**src/pkg/standby_pkg.sv**
```systemverilog
// shared constants and types of the standby controller
package standby_pkg;

    // stabilisation select register
    localparam logic [7:0] STAB_SEL_RESET  = 8'h04;
    localparam int unsigned STAB_SEL_LSB   = 0;
    localparam int unsigned STAB_SEL_MSB   = 2;

    // stabilisation wait exponents, wait = 2**exp main oscillator cycles
    localparam logic [4:0] STAB_EXP_SEL0   = 5'h0d;
    localparam logic [4:0] STAB_EXP_SEL1   = 5'h0f;
    localparam logic [4:0] STAB_EXP_SEL2   = 5'h10;
    localparam logic [4:0] STAB_EXP_SEL3   = 5'h11;
    localparam logic [4:0] STAB_EXP_SEL4   = 5'h12;
    localparam logic [4:0] STAB_EXP_RESET  = 5'h11;

    // position of the halving bit in the oscillation mode select register
    localparam int unsigned HALVING_BIT_POS = 0;

    // clocks from halt release to processor restart
    localparam logic [3:0] RESUME_VEC_CYC  = 4'h8;
    localparam logic [3:0] RESUME_NEXT_CYC = 4'h2;

    typedef enum logic [2:0] {SRC_NONE, SRC_RESET, SRC_NMI, SRC_IRQ, SRC_TEST} src_t;

    typedef enum logic [2:0] {ST_RUN, ST_HALT, ST_STOP, ST_STAB, ST_RESUME, ST_RESET} mode_t;

endpackage

```
**src/pkg/standby_if.sv**
```systemverilog
// release arbitration and stabilisation counter links
`timescale 1ns/1ps
interface standby_if;
    logic                 rst;
    logic                 nmi;
    logic                 irq;
    logic                 test;
    standby_pkg::src_t    winner;
    logic                 any;
    logic                 start;
    logic [7:0]           sel;
    logic                 use_reset_exp;
    logic                 osc_run;
    logic                 done;

    modport arb  (input rst, nmi, irq, test, output winner, any);
    modport stab (input start, sel, use_reset_exp, osc_run, output done);
    modport ctl  (output rst, nmi, irq, test, start, sel, use_reset_exp, osc_run,
                  input winner, any, done);
endinterface

```
**src/core/release_arbiter.sv**
```systemverilog
// fixed-priority choice among standby release sources
`timescale 1ns/1ps
module release_arbiter
(
    standby_if.arb sb
);
    always_comb
    begin
        sb.any    = 1'b1;
        if (sb.rst)
            sb.winner = standby_pkg::SRC_RESET;
        else if (sb.nmi)
            sb.winner = standby_pkg::SRC_NMI;
        else if (sb.irq)
            sb.winner = standby_pkg::SRC_IRQ;
        else if (sb.test)
            sb.winner = standby_pkg::SRC_TEST;
        else
        begin
            sb.winner = standby_pkg::SRC_NONE;
            sb.any    = 1'b0;
        end
    end
endmodule

```
**src/core/stab_counter.sv**
```systemverilog
// oscillation stabilisation wait counter
`timescale 1ns/1ps
module stab_counter #(
    parameter int unsigned CNT_W    = 18,
    parameter int unsigned EXP_TRIM = 0
)
(
    input  wire logic      clk,
    input  wire logic      rst_n,
    standby_if.stab        sb
);
    typedef struct packed {
        logic             busy;
        logic             done;
        logic [CNT_W-1:0] cnt;
        logic [CNT_W-1:0] last;
    } stab_state_t;

    stab_state_t s_r;
    stab_state_t s_nxt;
    logic [4:0]  exp_sel;
    logic [4:0]  exp_raw;
    logic [4:0]  exp_eff;

    always_comb
    begin
        unique case (sb.sel[standby_pkg::STAB_SEL_MSB:standby_pkg::STAB_SEL_LSB])
            3'h0:    exp_sel = standby_pkg::STAB_EXP_SEL0;
            3'h1:    exp_sel = standby_pkg::STAB_EXP_SEL1;
            3'h2:    exp_sel = standby_pkg::STAB_EXP_SEL2;
            3'h3:    exp_sel = standby_pkg::STAB_EXP_SEL3;
            // prohibited codes fall back to the longest wait
            default: exp_sel = standby_pkg::STAB_EXP_SEL4;
        endcase
        exp_raw = sb.use_reset_exp ? standby_pkg::STAB_EXP_RESET : exp_sel;
        exp_eff = (32'(exp_raw) > EXP_TRIM + 1) ? 5'(32'(exp_raw) - EXP_TRIM) : 5'h1;
        s_nxt      = s_r;
        s_nxt.done = 1'b0;
        if (sb.start)
        begin
            s_nxt.busy = 1'b1;
            s_nxt.cnt  = '0;
            s_nxt.last = CNT_W'((32'h1 << exp_eff) - 32'h1);
        end
        else if (s_r.busy && sb.osc_run)
        begin
            if (s_r.cnt == s_r.last)
            begin
                s_nxt.busy = 1'b0;
                s_nxt.done = 1'b1;
            end
            else
                s_nxt.cnt = s_r.cnt + 1'b1;
        end
    end

    always_ff @(posedge clk or negedge rst_n)
    begin
        if (!rst_n)
            s_r <= '0;
        else
            s_r <= s_nxt;
    end

    assign sb.done = s_r.done;
endmodule

```
**src/core/standby_halt_stop_control.sv**
```systemverilog
// halt/stop standby controller with stabilisation wait and bus parking
// How it works
// - halt instruction gates processor clock, oscillator keeps running.
// - stop instruction turns the main oscillator off, except on subclock, where it is ignored.
// - during standby, processor state and port latches are frozen; bus data lines float and strobes park.
// - an interrupt request releases stop mode.
// - after stop release a stabilisation wait from the select register runs.
// - reset loads select register with 04h; software writes it whole.
// - stop released by reset waits 2**17 oscillator cycles.
// - wait counts only once the oscillator runs again.
// - peripheral clock is oscillator rate or half, by mode bit 0.
// - halt cuts processor clock; both oscillators stay enabled.
// - subclock halt with main stopped: 16-bit timer runs only from watch timer.
// - same case: 8-bit timers run only from external pin clock.
// - same case: watch timer runs only from subsystem clock.
// - halt: serial runs, or external clock only; auto transfer stops.
// - external irq zero in halt needs main clock and peripheral sampling.
// - standby floats data lines and wait, holds address, parks strobes.
// - halt released by interrupt, non-maskable, test input or reset.
// - halt release restarts after 8 clocks vectored, 2 clocks otherwise.
// - stop with pending unmasked interrupt falls back to a stabilisation wait.
// - non-maskable interrupt releases halt into vectored service always.
`timescale 1ns/1ps
module standby_halt_stop_control #(
    parameter int unsigned EXP_TRIM = 0,
    parameter int unsigned CNT_W    = 18
)
(
    input  wire logic        clk,
    input  wire logic        rst_n,
    input  wire logic        halt_exec,
    input  wire logic        stop_exec,
    input  wire logic        reset_in,
    input  wire logic        irq_pending,
    input  wire logic        irq_ack_en,
    input  wire logic        nmi_req,
    input  wire logic        test_req,
    input  wire logic        on_subclock,
    input  wire logic        main_osc_off,
    input  wire logic        osc_running,
    input  wire logic        sel_wr,
    input  wire logic [7:0]  sel_wdata,
    input  wire logic [7:0]  osc_mode_select_reg,
    input  wire logic        tm16_src_watch,
    input  wire logic        tm8_src_ext,
    input  wire logic        wt_src_sub,
    input  wire logic        sio_ext_clk,
    input  wire logic        irq_zero_periph_clk,
    input  wire logic [7:0]  core_ad_o,
    input  wire logic        core_ad_oe,
    input  wire logic [15:0] core_addr,
    input  wire logic        core_latch_stb,
    input  wire logic        core_rd_n,
    input  wire logic        core_wr_n,
    input  wire logic        core_wait_en,
    output logic             cpu_clk_en,
    output logic             osc_enable,
    output logic             cpu_reset,
    output logic             resume_vectored,
    output logic             resume_next,
    output logic             periph_clk_en,
    output logic [7:0]       stab_wait_select_reg,
    output logic             tm16_run,
    output logic             tm8_run,
    output logic             wt_run,
    output logic             sio_run,
    output logic             sio_auto_run,
    output logic             ext_irq_zero_run,
    output logic [7:0]       muxed_addr_data_lines_o,
    output logic             muxed_addr_data_lines_oe,
    output logic [15:0]      upper_address_lines,
    output logic             address_latch_strobe,
    output logic             rd_n,
    output logic             wr_n,
    output logic             wait_in_en
);
    typedef struct packed {
        standby_pkg::mode_t st;
        logic               vec;
        logic               from_stop;
        logic               rst_wait;
        logic               start;
        logic [3:0]         rcnt;
        logic [7:0]         sel;
        logic               div;
        logic               pclk;
        logic               cpu_en;
        logic               osc_en;
        logic               cpu_rst;
        logic               res_vec;
        logic               res_next;
        logic [5:0]         prun;
        logic [7:0]         ad_o;
        logic               ad_oe;
        logic [15:0]        addr;
        logic               ale;
        logic               rd_n;
        logic               wr_n;
        logic               wait_en;
    } ctl_state_t;

    ctl_state_t s_r;
    ctl_state_t s_nxt;
    standby_if  sb();

    release_arbiter u_arb
    (
        .sb (sb.arb)
    );

    stab_counter #(
        .CNT_W    (CNT_W),
        .EXP_TRIM (EXP_TRIM)
    ) u_stab
    (
        .clk   (clk),
        .rst_n (rst_n),
        .sb    (sb.stab)
    );

    assign sb.rst           = reset_in;
    assign sb.nmi           = nmi_req;
    assign sb.irq           = irq_pending;
    assign sb.test          = test_req;
    assign sb.start         = s_r.start;
    assign sb.sel           = s_r.sel;
    assign sb.use_reset_exp = s_r.rst_wait;
    assign sb.osc_run       = osc_running;

    logic quiet;
    logic halted;
    logic stopped;
    logic low_clk;
    logic vec_pick;
    logic halving;

    always_comb
    begin
        s_nxt          = s_r;
        s_nxt.start    = 1'b0;
        s_nxt.res_vec  = 1'b0;
        s_nxt.res_next = 1'b0;
        // nmi always vectors, maskable only when acknowledge is enabled
        vec_pick = (sb.winner == standby_pkg::SRC_NMI)
                   || (sb.winner == standby_pkg::SRC_IRQ && irq_ack_en);
        if (sel_wr)
            s_nxt.sel = sel_wdata;
        unique case (s_r.st)
            standby_pkg::ST_RUN:
            begin
                if (halt_exec)
                    s_nxt.st = standby_pkg::ST_HALT;
                else if (stop_exec && !on_subclock)
                begin
                    if (irq_pending)
                    begin
                        // pending request: oscillator never stops
                        s_nxt.st       = standby_pkg::ST_STAB;
                        s_nxt.start    = 1'b1;
                        s_nxt.rst_wait = 1'b0;
                        s_nxt.vec      = irq_ack_en;
                    end
                    else
                        s_nxt.st = standby_pkg::ST_STOP;
                end
            end
            standby_pkg::ST_HALT:
            begin
                if (sb.any)
                begin
                    s_nxt.st   = standby_pkg::ST_RESUME;
                    s_nxt.vec  = vec_pick;
                    s_nxt.rcnt = vec_pick ? 4'(standby_pkg::RESUME_VEC_CYC - 4'h1)
                                          : 4'(standby_pkg::RESUME_NEXT_CYC - 4'h1);
                end
            end
            standby_pkg::ST_STOP:
            begin
                if (sb.any)
                begin
                    s_nxt.st       = standby_pkg::ST_STAB;
                    s_nxt.start    = 1'b1;
                    s_nxt.rst_wait = 1'b0;
                    s_nxt.vec      = vec_pick;
                end
            end
            standby_pkg::ST_STAB:
            begin
                if (sb.done)
                begin
                    if (s_r.rst_wait)
                        s_nxt.st = standby_pkg::ST_RUN;
                    else
                    begin
                        s_nxt.st   = standby_pkg::ST_RESUME;
                        s_nxt.rcnt = s_r.vec ? 4'(standby_pkg::RESUME_VEC_CYC - 4'h1)
                                             : 4'(standby_pkg::RESUME_NEXT_CYC - 4'h1);
                    end
                end
            end
            standby_pkg::ST_RESUME:
            begin
                if (s_r.rcnt == 4'h0)
                begin
                    s_nxt.st       = standby_pkg::ST_RUN;
                    s_nxt.res_vec  = s_r.vec;
                    s_nxt.res_next = !s_r.vec;
                end
                else
                    s_nxt.rcnt = s_r.rcnt - 4'h1;
            end
            standby_pkg::ST_RESET:
            begin
                if (s_r.from_stop)
                begin
                    // clock was off: take the fixed reset wait
                    s_nxt.st       = standby_pkg::ST_STAB;
                    s_nxt.start    = 1'b1;
                    s_nxt.rst_wait = 1'b1;
                end
                else
                    s_nxt.st = standby_pkg::ST_RUN;
                s_nxt.from_stop = 1'b0;
            end
            default:
                s_nxt.st = standby_pkg::ST_RESET;
        endcase
        if (reset_in)
        begin
            s_nxt.from_stop = (s_r.st == standby_pkg::ST_STOP)
                              || (s_r.st == standby_pkg::ST_RESET && s_r.from_stop)
                              || (s_r.st == standby_pkg::ST_STAB && s_r.rst_wait);
            s_nxt.st       = standby_pkg::ST_RESET;
            s_nxt.start    = 1'b0;
            s_nxt.sel      = standby_pkg::STAB_SEL_RESET;
            s_nxt.res_vec  = 1'b0;
            s_nxt.res_next = 1'b0;
        end

        // outputs follow the next mode so they line up with s_r.st
        quiet   = s_nxt.st != standby_pkg::ST_RUN;
        halted  = s_nxt.st == standby_pkg::ST_HALT;
        stopped = s_nxt.st == standby_pkg::ST_STOP;
        low_clk = stopped || (halted && on_subclock && main_osc_off);
        halving = osc_mode_select_reg[standby_pkg::HALVING_BIT_POS];
        s_nxt.cpu_en  = !quiet;
        s_nxt.osc_en  = !stopped;
        s_nxt.cpu_rst = s_nxt.st == standby_pkg::ST_RESET
                        || (s_nxt.st == standby_pkg::ST_STAB && s_nxt.rst_wait);
        s_nxt.div  = !s_r.div;
        s_nxt.pclk = !stopped && (!halving || s_r.div);
        s_nxt.prun[0] = !low_clk || tm16_src_watch;
        s_nxt.prun[1] = !low_clk || tm8_src_ext;
        s_nxt.prun[2] = !low_clk || wt_src_sub;
        s_nxt.prun[3] = !low_clk || sio_ext_clk;
        s_nxt.prun[4] = !(halted || stopped);
        s_nxt.prun[5] = !(halted || stopped)
                        || (halted && !low_clk && irq_zero_periph_clk);
        if (quiet)
        begin
            s_nxt.ad_oe   = 1'b0;
            s_nxt.ale     = 1'b0;
            s_nxt.rd_n    = 1'b1;
            s_nxt.wr_n    = 1'b1;
            s_nxt.wait_en = 1'b0;
        end
        else
        begin
            s_nxt.ad_o    = core_ad_o;
            s_nxt.ad_oe   = core_ad_oe;
            s_nxt.addr    = core_addr;
            s_nxt.ale     = core_latch_stb;
            s_nxt.rd_n    = core_rd_n;
            s_nxt.wr_n    = core_wr_n;
            s_nxt.wait_en = core_wait_en;
        end
    end

    always_ff @(posedge clk or negedge rst_n)
    begin
        if (!rst_n)
        begin
            s_r         <= '0;
            s_r.st      <= standby_pkg::ST_RESET;
            s_r.sel     <= standby_pkg::STAB_SEL_RESET;
            s_r.cpu_rst <= 1'b1;
            s_r.osc_en  <= 1'b1;
            s_r.rd_n    <= 1'b1;
            s_r.wr_n    <= 1'b1;
        end
        else
            s_r <= s_nxt;
    end

    assign cpu_clk_en               = s_r.cpu_en;
    assign osc_enable               = s_r.osc_en;
    assign cpu_reset                = s_r.cpu_rst;
    assign resume_vectored          = s_r.res_vec;
    assign resume_next              = s_r.res_next;
    assign periph_clk_en            = s_r.pclk;
    assign stab_wait_select_reg     = s_r.sel;
    assign tm16_run                 = s_r.prun[0];
    assign tm8_run                  = s_r.prun[1];
    assign wt_run                   = s_r.prun[2];
    assign sio_run                  = s_r.prun[3];
    assign sio_auto_run             = s_r.prun[4];
    assign ext_irq_zero_run         = s_r.prun[5];
    assign muxed_addr_data_lines_o  = s_r.ad_o;
    assign muxed_addr_data_lines_oe = s_r.ad_oe;
    assign upper_address_lines      = s_r.addr;
    assign address_latch_strobe     = s_r.ale;
    assign rd_n                     = s_r.rd_n;
    assign wr_n                     = s_r.wr_n;
    assign wait_in_en               = s_r.wait_en;
endmodule

```
**config.mk**
```make
export PLATFORM = sky130hd
export DESIGN_NAME = standby_halt_stop_control
export DESIGN_NICKNAME = d
export VERILOG_FILES = /design/src/pkg/standby_pkg.sv /design/src/pkg/standby_if.sv /design/src/core/release_arbiter.sv /design/src/core/stab_counter.sv /design/src/core/standby_halt_stop_control.sv
export SDC_FILE = /design/constraint.sdc
export NUM_CORES = 1
export LEC_CHECK = 0
export ABC_AREA = 1
export BUFFER_PORTS_ARGS = -buffer_cell sky130_fd_sc_hd__buf_2
export CELL_PAD_IN_SITES_DETAIL_PLACEMENT = 0
export CELL_PAD_IN_SITES_GLOBAL_PLACEMENT = 2
export CORE_MARGIN = 8
export CORE_UTILIZATION = 33
export DETAILED_ROUTE_END_ITERATION = 10
export GPL_TIMING_DRIVEN = 0
export PLACE_DENSITY = 0.82
export REMOVE_ABC_BUFFERS = 1
export SYNTH_ARGS = -nofsm -noshare
export SYNTH_HDL_FRONTEND = slang
export SYNTH_SLANG_ARGS = --single-unit
```
**constraint.sdc**
```tcl
create_clock -name clk -period 4.5 [get_ports clk]
set_input_delay 0.45 -clock clk [delete_from_list [all_inputs] [get_ports clk]]
set_output_delay 0.45 -clock clk [all_outputs]
set_load 0.05 [all_outputs]
```
Yosys cells after proc, flatten, opt, wreduce, memory -nomap -nowiden

Index checks and enable logic that the tools add are counted.

Bits in registers: 99
Latch bits: 0
Memory bits (writable): 0
ROM bits: 0
Input bits: 63
Output and inout port bits: 49
Memories kept: 0

Add/sub/neg operators: 3
$mul: 0
Divide/modulo/power cells: 0
Order comparisons: 1
Eq/ne operators: 24
Shift-type cells: 1
Muxes and demuxes: 54
Bitwise logic cells: 0
Reduce and logical (&&, ||, !) cells: 45

Operators by type and width:

| kind                  | number |
|---|---|
| $mux 18               | 2 |
| $mux 3                | 11 |
| $mux 4                | 8 |
| $eq 3x2->1 const B    | 8 |
| $mux 2                | 10 |
| $mux 20               | 1 |
| $pmux 5 s4            | 1 |
| $add 18x1->18 const B | 1 |
| $eq 18x18->1          | 1 |
| $pmux 3 s6            | 1 |
| $shl 1x5->18 const A  | 1 |
| $sub 18x1->18 const B | 1 |
| $mux 8                | 2 |
| $ne 2x2->1 const B    | 8 |
| $mux 1                | 13 |
| $logic_or 1x1->1      | 12 |
| $pmux 4 s3            | 1 |
| $logic_and 1x1->1     | 11 |
| $mux 5                | 2 |
| $eq 3x1->1 const B    | 3 |
| $eq 3x3->1 const B    | 3 |
| $reduce_bool 3->1     | 3 |
| $logic_not 1->1       | 8 |
| $reduce_bool 2->1     | 4 |
| 10 further kinds      | 12 |

Depth between registers and ports, before layout

Gate-level depths: netlist of the first run.

Depth in word-level cells: 18
Mapped depth: 12
Mapped depth without buffers: 11

Modules after synthesis

A second synthesis of the first run with hierarchy kept.

Cells, all modules: 631
Area total of the unflattened synthesis: 4872.2 µm²

Modules (own cells, without submodules):

| module                    | times used | cells an instance | area each (µm²) |
|---|---|---|---|
| standby_halt_stop_control | 1          | 323               | 2816.5 |
| stab_counter              | 1          | 297               | 2013.2 |
| release_arbiter           | 1          | 11                | 42.5 |

Worst setup path before layout of the first run

No wires, ideal clock.

Path type: in2reg
Start: input irq_pending
End: register, netlist name rd_n
Library setup time: 0.082 ns
Arrival: 1.598 ns
Path slack: 2.820 ns
Stages: 10
Path buffers: 1
Cells stage by stage: nor2_1 > nand2_1 > nand2_1 > nand2_1 > nor2_1 > nand3_2 > clkinv_2 > nand2_2 > buf_6 > or2_1

RTL lines:

| what            | line                            | text |
|---|---|---|
| start, declared | standby_halt_stop_control.sv:34 | `input wire logic irq_pending,` |

==> results.ini, run 1 <==
[critical_path]
slowest_delay_ps=580
start_kind=flip-flop
worstSetupEndpointType=flip-flop
path_max_fanout=30
path_cells=inv_2 > nand3_1 > nor2_1 > nor2_2 > nand3_2 > nor2_4 > nand2_2 > or2_1
cp.arrival_ps=2920
required_ps=4770
path_class=reg2reg
cp_slowest_cell=dfstp_2

[synth]
async_flop_share=1.00
ys.flop_type=dfrtp_1
synth_xor_area_frac=0.0281
synthCells=589
synth_top_family_by_area=simple AND/OR/NAND/NOR gates
synth_edf_count=0
ys_warn_count=0
netlist_top_cells_area=dfrtp_1 45%, nand2_1 15%, nand3_1 5.7%
synth_fa_ha_area_frac=0.0107
synth.top_cell.area_share=0.449
synth_compound_area_frac=0.0497
synthSimpleGateAreaFrac=0.312
synth_area_per_cell_um2=7.94
ys_types=35
yosys.area.top_type=dfrtp_1
muxShareOfSynthArea=0
yosysSeqAreaShare=0.489
synth_seq_cells=91
syn_area_um2=4680

[route]
dr.first_iter.drc_count=179
drc=0
routed_wl_mm=12.1
vias=3905
postRouteAntennaNets=0
wire_per_inst_um=14.3
viasPerCell=4.60
drt_first_pass_iters=4

[final_layout]
drive_above_1_share=0.217
area_growth_pct=17.1
final_nets=730
final_area_um2=5480
stdcell_count=848
top_register=u_stab.s_r
antenna_cells=0
final_common_cell=nand2_1
layout_common_cells=187 x nand2_1, 103 x buf_2, 84 x dfrtp_1, 60 x nor2_1, 53 x nand3_1
largest_register_ffs=29
fillerInstances=1463

[die]
initial_core_util=0.337
die_w_um=135
io_pins=112
core_um2=13900
die_h_um=135
dieArea_um2=18200
rows=43

[hold_path]
hold_class=in2async

[global_routing]
grt_max_degree=66
grt_overflow=0
grt_pass1_wl_mm=20.1
grt_pass1_vias=3949
grt.total_usage=0.139
antenna_found_initial=0

[placed_design]
hpwl_mm=9.02
gp_congestion=0.778
place_inst=832
placed_area_um2=5150
port_buffers=104

[clock_network]
clk_pin_slew_ps=70
cts_setup_buffers=0
ctsHtreeMaxLevel=3
insertion_delay_ps=350
ctsHoldBuffers=0
cts_made_buffers=9
cts.sinks=91
post_cts_resized=0
cts-root-buf=clkbuf_16
cts_buffer_depth=2
cts_tree=done

[sta]
report.final.slew_viol_count=0
setup-violations-final=0
rsz0062_at_grt=false
hold_violations=0
fin_crit_sh=0.589
hold_slack_ps=15.7
relSlewSlack=0.583
tns_ps=0
min_period_ps=2650
max_freq_mhz=377
tightest_slew_ps=624
skew_ps=6.35

[pwr]
vdd_drop_max_mv=0.324
p_leak_uw=0.00287
power_density_nw_per_um2=623
total_power_uw=3410

[status]
status=finished clean

[flow_run]
cap_viol_max_count=0

-- path summary, 6_finish.rpt --
path | slack, ps | endpoint | cells after the start | start
worst max-delay path | 1850 | wr_n | 8 | s_r[60]
worst min-delay path | 20 | u_stab.s_r[30] | 1 | rst_n
worst max register to register | 1850 | wr_n | 8 | s_r[60]
worst min register to register | 410 | s_r[41] | 1 | s_r[41]
max in group asynchronous | 3800 | cpu_reset | 2 | rst_n
min in group clk | 270 | periph_clk_en | 2 | osc_mode_select_reg[0]
-- layer usage --
metal	wire [um]	vias up	GRT usage
li1	-	1985	-
met1	5440	1835	0.168
met2	5830	75	0.223
met3	735	10	0.0501
met4	141	0	0.0463
met5	0	-	0
-- layout make-up --
type,count,area [um2],area share
tap,180,225,0.0411
clock inverter,7,98.8,0.0180
clock buffer,9,225,0.0411
inverter,56,211,0.0386
timing repair buffer,105,551,0.101
sequential,91,2290,0.417
multi-input combinational,400,1880,0.343
-- worst max-delay path: cells and delay by family (launching register included) --
family,cells,cell delay [ps]
simple gates,7,1900
buf+inv,1,70
flops,1,580
-- power breakdown --
| part | internal [uW] | total [uW] | switching, uW |
|---|---|---|---|
| logic | 331 | 1380 | 1050 |
| registers | 1050 | 1200 | 148 |
| clock network | 491 | 830 | 339 |
| total | 1880 | 3410 | 1540 |
-- Yosys cell counts (2+ instances only) --
cell type  number
o21ai_1         3
nand3_2         4
nand3_1        53
or2_1           2
inv_2           2
nor2_1         60
nor2_2          6
a22o_1          5
a21oi_1         5
nor2_4          2
xnor2_1         4
dfstp_2         7
o21bai_1        2
buf_4          32
nand2_1       187
dfrtp_1        84
buf_2           7
nor3_1          7
xor2_1         11
o21ai_0        20
buf_6           2
nand4_1        15
inv_1          52
ha_1            4
o22ai_1         2
clkbuf_1        2
-- cell families after synthesis --
| logic type | count (synthesis) |
|---|---|
| DFF | 91 |
| adders and majority gates | 4 |
| and+or+nand+nor | 339 |
| AOI/OAI and AO/OA | 40 |
| buffers and inverters | 99 |
| other | 1 |
| xor gates and xnor gates | 15 |
-- through the flow --
| step | util | setup slack, ps |
|---|---|---|
| 6_report | 0.395 | 1850 |
| 5_1_grt | 0.395 | 1630 |
| 4_1_cts | 0.395 | 1830 |
| 3_5_place_dp | 0.371 | 1840 |
| 3_3_place_gp | 0.369 | 1860 |
| 2_1_floorplan | - | 2450 |
Note: power is estimated with default switching activity, not from simulation.
==> run 2, diff against run 1 <==
Settings changed: CORE_UTILIZATION 33 to 28, PLACE_DENSITY 0.82 to 0.74.
Clock period 4.5 ns to 2.1 ns, I/O delays scaled along.
==> run 2 against run 1 <==
  * Fmax increased by 35%
  * Largest cell class unchanged
  * Sequential power increased by 120%
  * Via count increased by 0.56%
  * Clock power increased by 110%
  * Combinational power increased by 130%
  * Flip-flop and latch count unchanged
  * Highest routed layer is now met5
  * Critical endpoint is now sio_run
  * Register-to-register slack got worse by 1700 ps
  * Hold slack improved by 7.2 ps
==> results.ini, run 2 (same netlist as run 1, synthesis figures left out) <==
[critical_path]
reg2regPathDepth=7  ; -1
path_max_fanout=7  ; -77%
required_ps=2330  ; -2440 ps
worstSetupEndpointType=flip-flop
cp.arrival_ps=2190  ; -730 ps
path_class=reg2reg
start_kind=flip-flop

[route]
postRouteAntennaNets=0  ; unchanged
wire_per_inst_um=14.4  ; +0.43%
viasPerCell=4.39  ; -4.6%
dr.first_iter.drc_count=170  ; -5.0%
vias=3927  ; +0.56%
routed_wl_mm=12.9  ; +5.9%
drc=0  ; unchanged
drt_first_pass_iters=4  ; unchanged

[status]
status=finished clean

[final_layout]
seq_area_um2=2290  ; unchanged
top_register=u_stab.s_r
final_util=0.342  ; -0.0526
final_nets=735  ; +0.68%
final_common_cell=nand2_1
area_growth_pct=20.4
fillerInstances=1800  ; +23%
drive_above_1_share=0.230  ; +0.0132
stdcell_count=894  ; +5.4%
layout_common_cells=185 x nand2_1, 103 x buf_2, 84 x dfrtp_1, 58 x nor2_1
largest_register_ffs=29  ; unchanged
multi_input_area_um2=1940  ; +3.2%

[global_routing]
grt_pass1_wl_mm=21.5  ; +7.3%
grt_overflow=0  ; unchanged
grt_max_degree=53  ; -20%
grt_pass1_vias=4083  ; +3.4%
grt.total_usage=0.125  ; -0.0135
antenna_found_initial=4  ; +4

[pwr]
p_sw_frac=0.464  ; +0.0137
internal-power_uw=4030  ; +110%
power_frac_seq=0.344  ; -0.008
power.switching_uw=3490  ; +130%
clkPwrFrac=0.235  ; -0.008
vdd_drop_max_mv=0.777  ; +140%
power_density_nw_per_um2=1340  ; +110%
combPwrFrac=0.421  ; +0.016
p_leak_uw=0.00290  ; +1.0%

[hold_path]
hold_class=in2reg
holdPathStages=2

[die]
dieArea_um2=21100  ; +16%
rows=47  ; +9.3%
die_w_um=145  ; +7.5%
initial_core_util=0.284  ; -0.0529
io_pins=112  ; unchanged
core_um2=16500  ; +19%
die_h_um=145  ; +7.5%

[clock_network]
clk_pin_slew_ps=70  ; about the same
cts_buffer_depth=2  ; unchanged
insertion_delay_ps=350  ; about the same
ctsHtreeMaxLevel=3  ; unchanged
cts_made_buffers=9  ; unchanged
cts-root-buf=clkbuf_16
cts.sinks=91  ; unchanged
cts_tree=done

[placed_design]
port_buffers=104  ; unchanged
hpwl_mm=9.29  ; +3.0%
pre_cts_ws_ps=-547  ; -2380 ps
place_inst=872  ; +4.8%
gp_congestion=0.784  ; +0.71%

[sta]
tightest_slew_ps=613  ; -10.6 ps
rsz0062_at_grt=false
report.final.slew_viol_count=0  ; unchanged
hold_violations=0  ; unchanged
relSlewSlack=0.590  ; +0.00657
max_freq_mhz=510  ; +35%
postLayoutSetupSlackWorst_ps=138  ; -1710 ps
min_period_ps=1960  ; -689 ps
hold_slack_ps=22.8  ; +7.15 ps
tns_ps=0  ; unchanged
fin_crit_sh=0.934  ; +0.345
skew_ps=8.74  ; +2.39 ps
setup-violations-final=0  ; unchanged

[flow_run]
cap_viol_max_count=0  ; unchanged

## run 2: power by group through the flow
stage	registers [uW]	clock network [uW]	logic, uW
2_1_floorplan	3560	0	1200
3_3_place_gp	2600	0	2980
3_5_place_dp	2610	0	3010
4_1_cts	2590	1830	3110
5_1_grt	2660	1900	3490
6_report	2590	1760	3170
## run 2: layout make-up
cell class | count | area share
Inverter | 56 | 0.0398
Multi-Input combinational cell | 401 | 0.344
Sequential cell | 91 | 0.406
Tap cell | 220 | 0.0489
Antenna cell | 1 | 0.000444
Clock inverter | 6 | 0.0142
Timing Repair inverter | 1 | 0.00156
Clock buffer | 10 | 0.0424
Timing Repair Buffer | 108 | 0.102
## run 2: critical path, cell delays in order, from the launching register on
cell and delay, ps:
dfstp_2 610, nand4_1 220, nand2_1 140, nor2_1 70, nor2_4 230, nand3_1 270, nand2_1 200, nand3_1 100
## run 2: repair_timing
action	in CTS	in global routing
endpoints found under the setup margin	54	46
hold buffers	1	0
setup buffers	1	1
gates resized for setup	5	10
cloned	1	1
pin swaps	1	2
endpoints found under the hold margin	35	0
## run 2: stage by stage
stage                     area, um2  power (uW)
final                          5630        7520
after CTS                      5570        7530
after global placement         5170        5580
after floorplan                4380        4770
after global routing           5630        8050
after detailed placement       5200        5620
## run 2: final timing paths
check	startpoint	to	slack, ps
setup / recovery	s_r[58]	sio_run	140
hold / removal	osc_mode_select_reg[0]	periph_clk_en	20
setup reg to reg	s_r[58]	sio_run	140
hold reg to reg	s_r[41]	s_r[41]	410
max in group asynchronous	rst_n	osc_enable	990
min in group asynchronous	rst_n	u_stab.s_r[30]	400
## run 2: metal layers
layer | vias up | GRT usage | wire length (um)
met5 | - | 0 | 35
met4 | 6 | 0.0359 | 193
met3 | 21 | 0.0550 | 1050
met2 | 83 | 0.197 | 5800
met1 | 1823 | 0.152 | 5780
li1 | 1994 | - | -
==> run 3, diff against run 2 <==
Settings changed: CORE_MARGIN 8 to 3, CORE_UTILIZATION 28 to 31, CTS_CLUSTER_SIZE set to 10, PLACE_DENSITY 0.74 to 0.78.
Clock period 2.1 ns to 1.9 ns, I/O delays scaled along.
==> run 3 against run 2 <==
  * Clock power fell by 3%
  * Critical endpoint is now wr_n
  * Wire length fell by 1.0%
  * Hold slack improved by 9.8 ps
  * Highest routed layer unchanged
  * Setup slack got worse by 71 ps
  * Power rose by 17%
  * Via count is 3.2% higher
==> results.ini, run 3 (same netlist as run 1, synthesis figures left out) <==
[clock_network]
cts_buffer_depth=2  ; unchanged
clk_pin_slew_ps=70  ; about the same
insertion_delay_ps=350  ; about the same
ctsHtreeMaxLevel=3  ; unchanged
cts_tree=done
cts.sinks=91  ; unchanged
cts_made_buffers=9  ; unchanged
cts-root-buf=clkbuf_16

[die]
io_pins=112  ; unchanged
initial_core_util=0.319  ; +0.0353
die_w_um=129  ; -11%
die_h_um=129  ; -11%
core_um2=14600  ; -11%
rows=44  ; -6.4%
dieArea_um2=16600  ; -21%

[critical_path]
cp.arrival_ps=2110  ; -80 ps
slowest_delay_ps=620  ; about the same
start_kind=flip-flop
cp_slowest_cell=dfstp_2
path_cells=buf_12 > nand3_4 > nand4_1 > nand3_4 > nor2_4 > buf_12 > nand2_8 > or2_1
crit_family=simple AND/OR/NAND/NOR gates
path_max_fanout=8  ; +1
required_ps=2170  ; -160 ps
worstSetupEndpointType=flip-flop
path_buf_inv=2  ; +2
path_class=reg2reg

[placed_design]
hpwl_mm=8.55  ; -8.0%
pre_cts_ws_ps=-717  ; -170 ps
placed_area_um2=5160  ; -0.87%
port_buffers=104  ; unchanged
gp_congestion=0.766  ; -2.2%
place_inst=836  ; -4.1%

[global_routing]
grt_pass1_wl_mm=19.8  ; -8.1%
grt.total_usage=0.151  ; +0.0263
grt_max_degree=53  ; unchanged
grt_pass1_vias=3814  ; -6.6%
grt_overflow=0  ; unchanged
antenna_found_initial=1  ; -3

[sta]
tns_ps=0  ; unchanged
hold_slack_ps=32.6  ; +9.80 ps
report.final.slew_viol_count=0  ; unchanged
min_period_ps=1830  ; -129 ps
max_freq_mhz=546  ; +7.0%
hold_violations=0  ; unchanged
setup-violations-final=0  ; unchanged
fin_crit_sh=0.965  ; +0.0304
tightest_slew_ps=615  ; +2.10 ps
relSlewSlack=0.588  ; -0.00140
skew_ps=8.26  ; -0.479 ps
rsz0062_at_grt=true
postLayoutSetupSlackWorst_ps=67.2  ; -70.9 ps

[pwr]
vdd_drop_max_mv=0.661  ; -15%
clkPwrFrac=0.193  ; -0.042
power.switching_uw=4070  ; +17%
p_sw_frac=0.461  ; -0.00305
power_density_nw_per_um2=1470  ; +10%
combPwrFrac=0.481  ; +0.060
p_leak_uw=0.00307  ; +5.7%
power_frac_seq=0.326  ; -0.018
internal-power_uw=4760  ; +18%

[route]
wire_per_inst_um=14.4  ; -0.13%
drt_first_pass_iters=4  ; unchanged
postRouteAntennaNets=0  ; unchanged
vias=4052  ; +3.2%
drc=0  ; unchanged
routed_wl_mm=12.7  ; -1.0%
dr.first_iter.drc_count=147  ; -14%
viasPerCell=4.57  ; +4.1%

[final_layout]
largest_register_ffs=29  ; unchanged
final_area_um2=5980  ; +6.3%
multi_input_area_um2=2110  ; +8.6%
drive_above_1_share=0.291  ; +0.0603
fillerInstances=1518  ; -16%
final_common_cell=nand2_1
stdcell_count=886  ; -0.89%
area_growth_pct=27.9
seq_area_um2=2290  ; +0.16%
layout_common_cells=181 x nand2_1, 103 x buf_2, 81 x dfrtp_1, 51 x nor2_1
antenna_cells=0  ; -1
final_nets=764  ; +3.9%
top_register=u_stab.s_r

[status]
status=finished clean

[flow_run]
cap_viol_max_count=0  ; unchanged

[hold_path]
hold_class=in2reg

-- run 3: final timing paths --
kind                       startpoint  depth (start not counted)              to  slack [ps]
setup / recovery              s_r[58]                          8            wr_n          70
hold / removal              core_rd_n                          2            rd_n          30
setup reg to reg              s_r[58]                          8            wr_n          70
hold reg to reg               s_r[41]                          1         s_r[41]         410
max in group asynchronous       rst_n                          3         s_r[58]         820
min in group asynchronous       rst_n                          2  u_stab.s_r[28]         370
-- run 3: metal layers --
layer	part of all wire	GRT usage
met5	0.0010	0
met4	0.020	0.0581
met3	0.039	0.0328
met2	0.50	0.246
met1	0.44	0.198
-- run 3: worst register-to-register path: stages (launching register included) --
cell	delay [ps]
dfstp_2	620
buf_12	130
nand3_4	110
nand4_1	170
nand3_4	140
nor2_4	150
buf_12	170
nand2_8	80
or2_1	210
-- run 3: area by class of cell --
cell class	count	share of cell area
clock buffers	10	0.0383
repair inverters	2	0.00335
clock inverters	6	0.00794
multi-input cells	404	0.352
inverters	56	0.0383
well taps	184	0.0385
flip-flops and latches	91	0.383
repair buffers	133	0.139
-- run 3: repair_timing --
action | 4_1_cts | 5_1_grt
pin swaps | 4 | 17
setup buffers | 2 | 23
gates resized for setup | 15 | 39
hold buffers | 2 | 0
cloned | 3 | 4
endpoints found under the setup margin | 55 | 57
endpoints found under the hold margin | 38 | 0
-- run 3: power by group through the flow --
stage	logic, uW	registers [uW]	clock network [uW]
floorplan	1330	3940	0
global placement	3270	2870	0
detailed placement	3310	2880	0
CTS	3610	2860	1780
global route	4630	2950	1840
finish	4240	2870	1710
-- run 3: through the flow --
stage	total power (uW)	util
2_1_floorplan	5270	-
3_3_place_gp	6140	0.350
3_5_place_dp	6190	0.352
4_1_cts	8250	0.381
5_1_grt	9420	0.409
6_report	8820	0.409
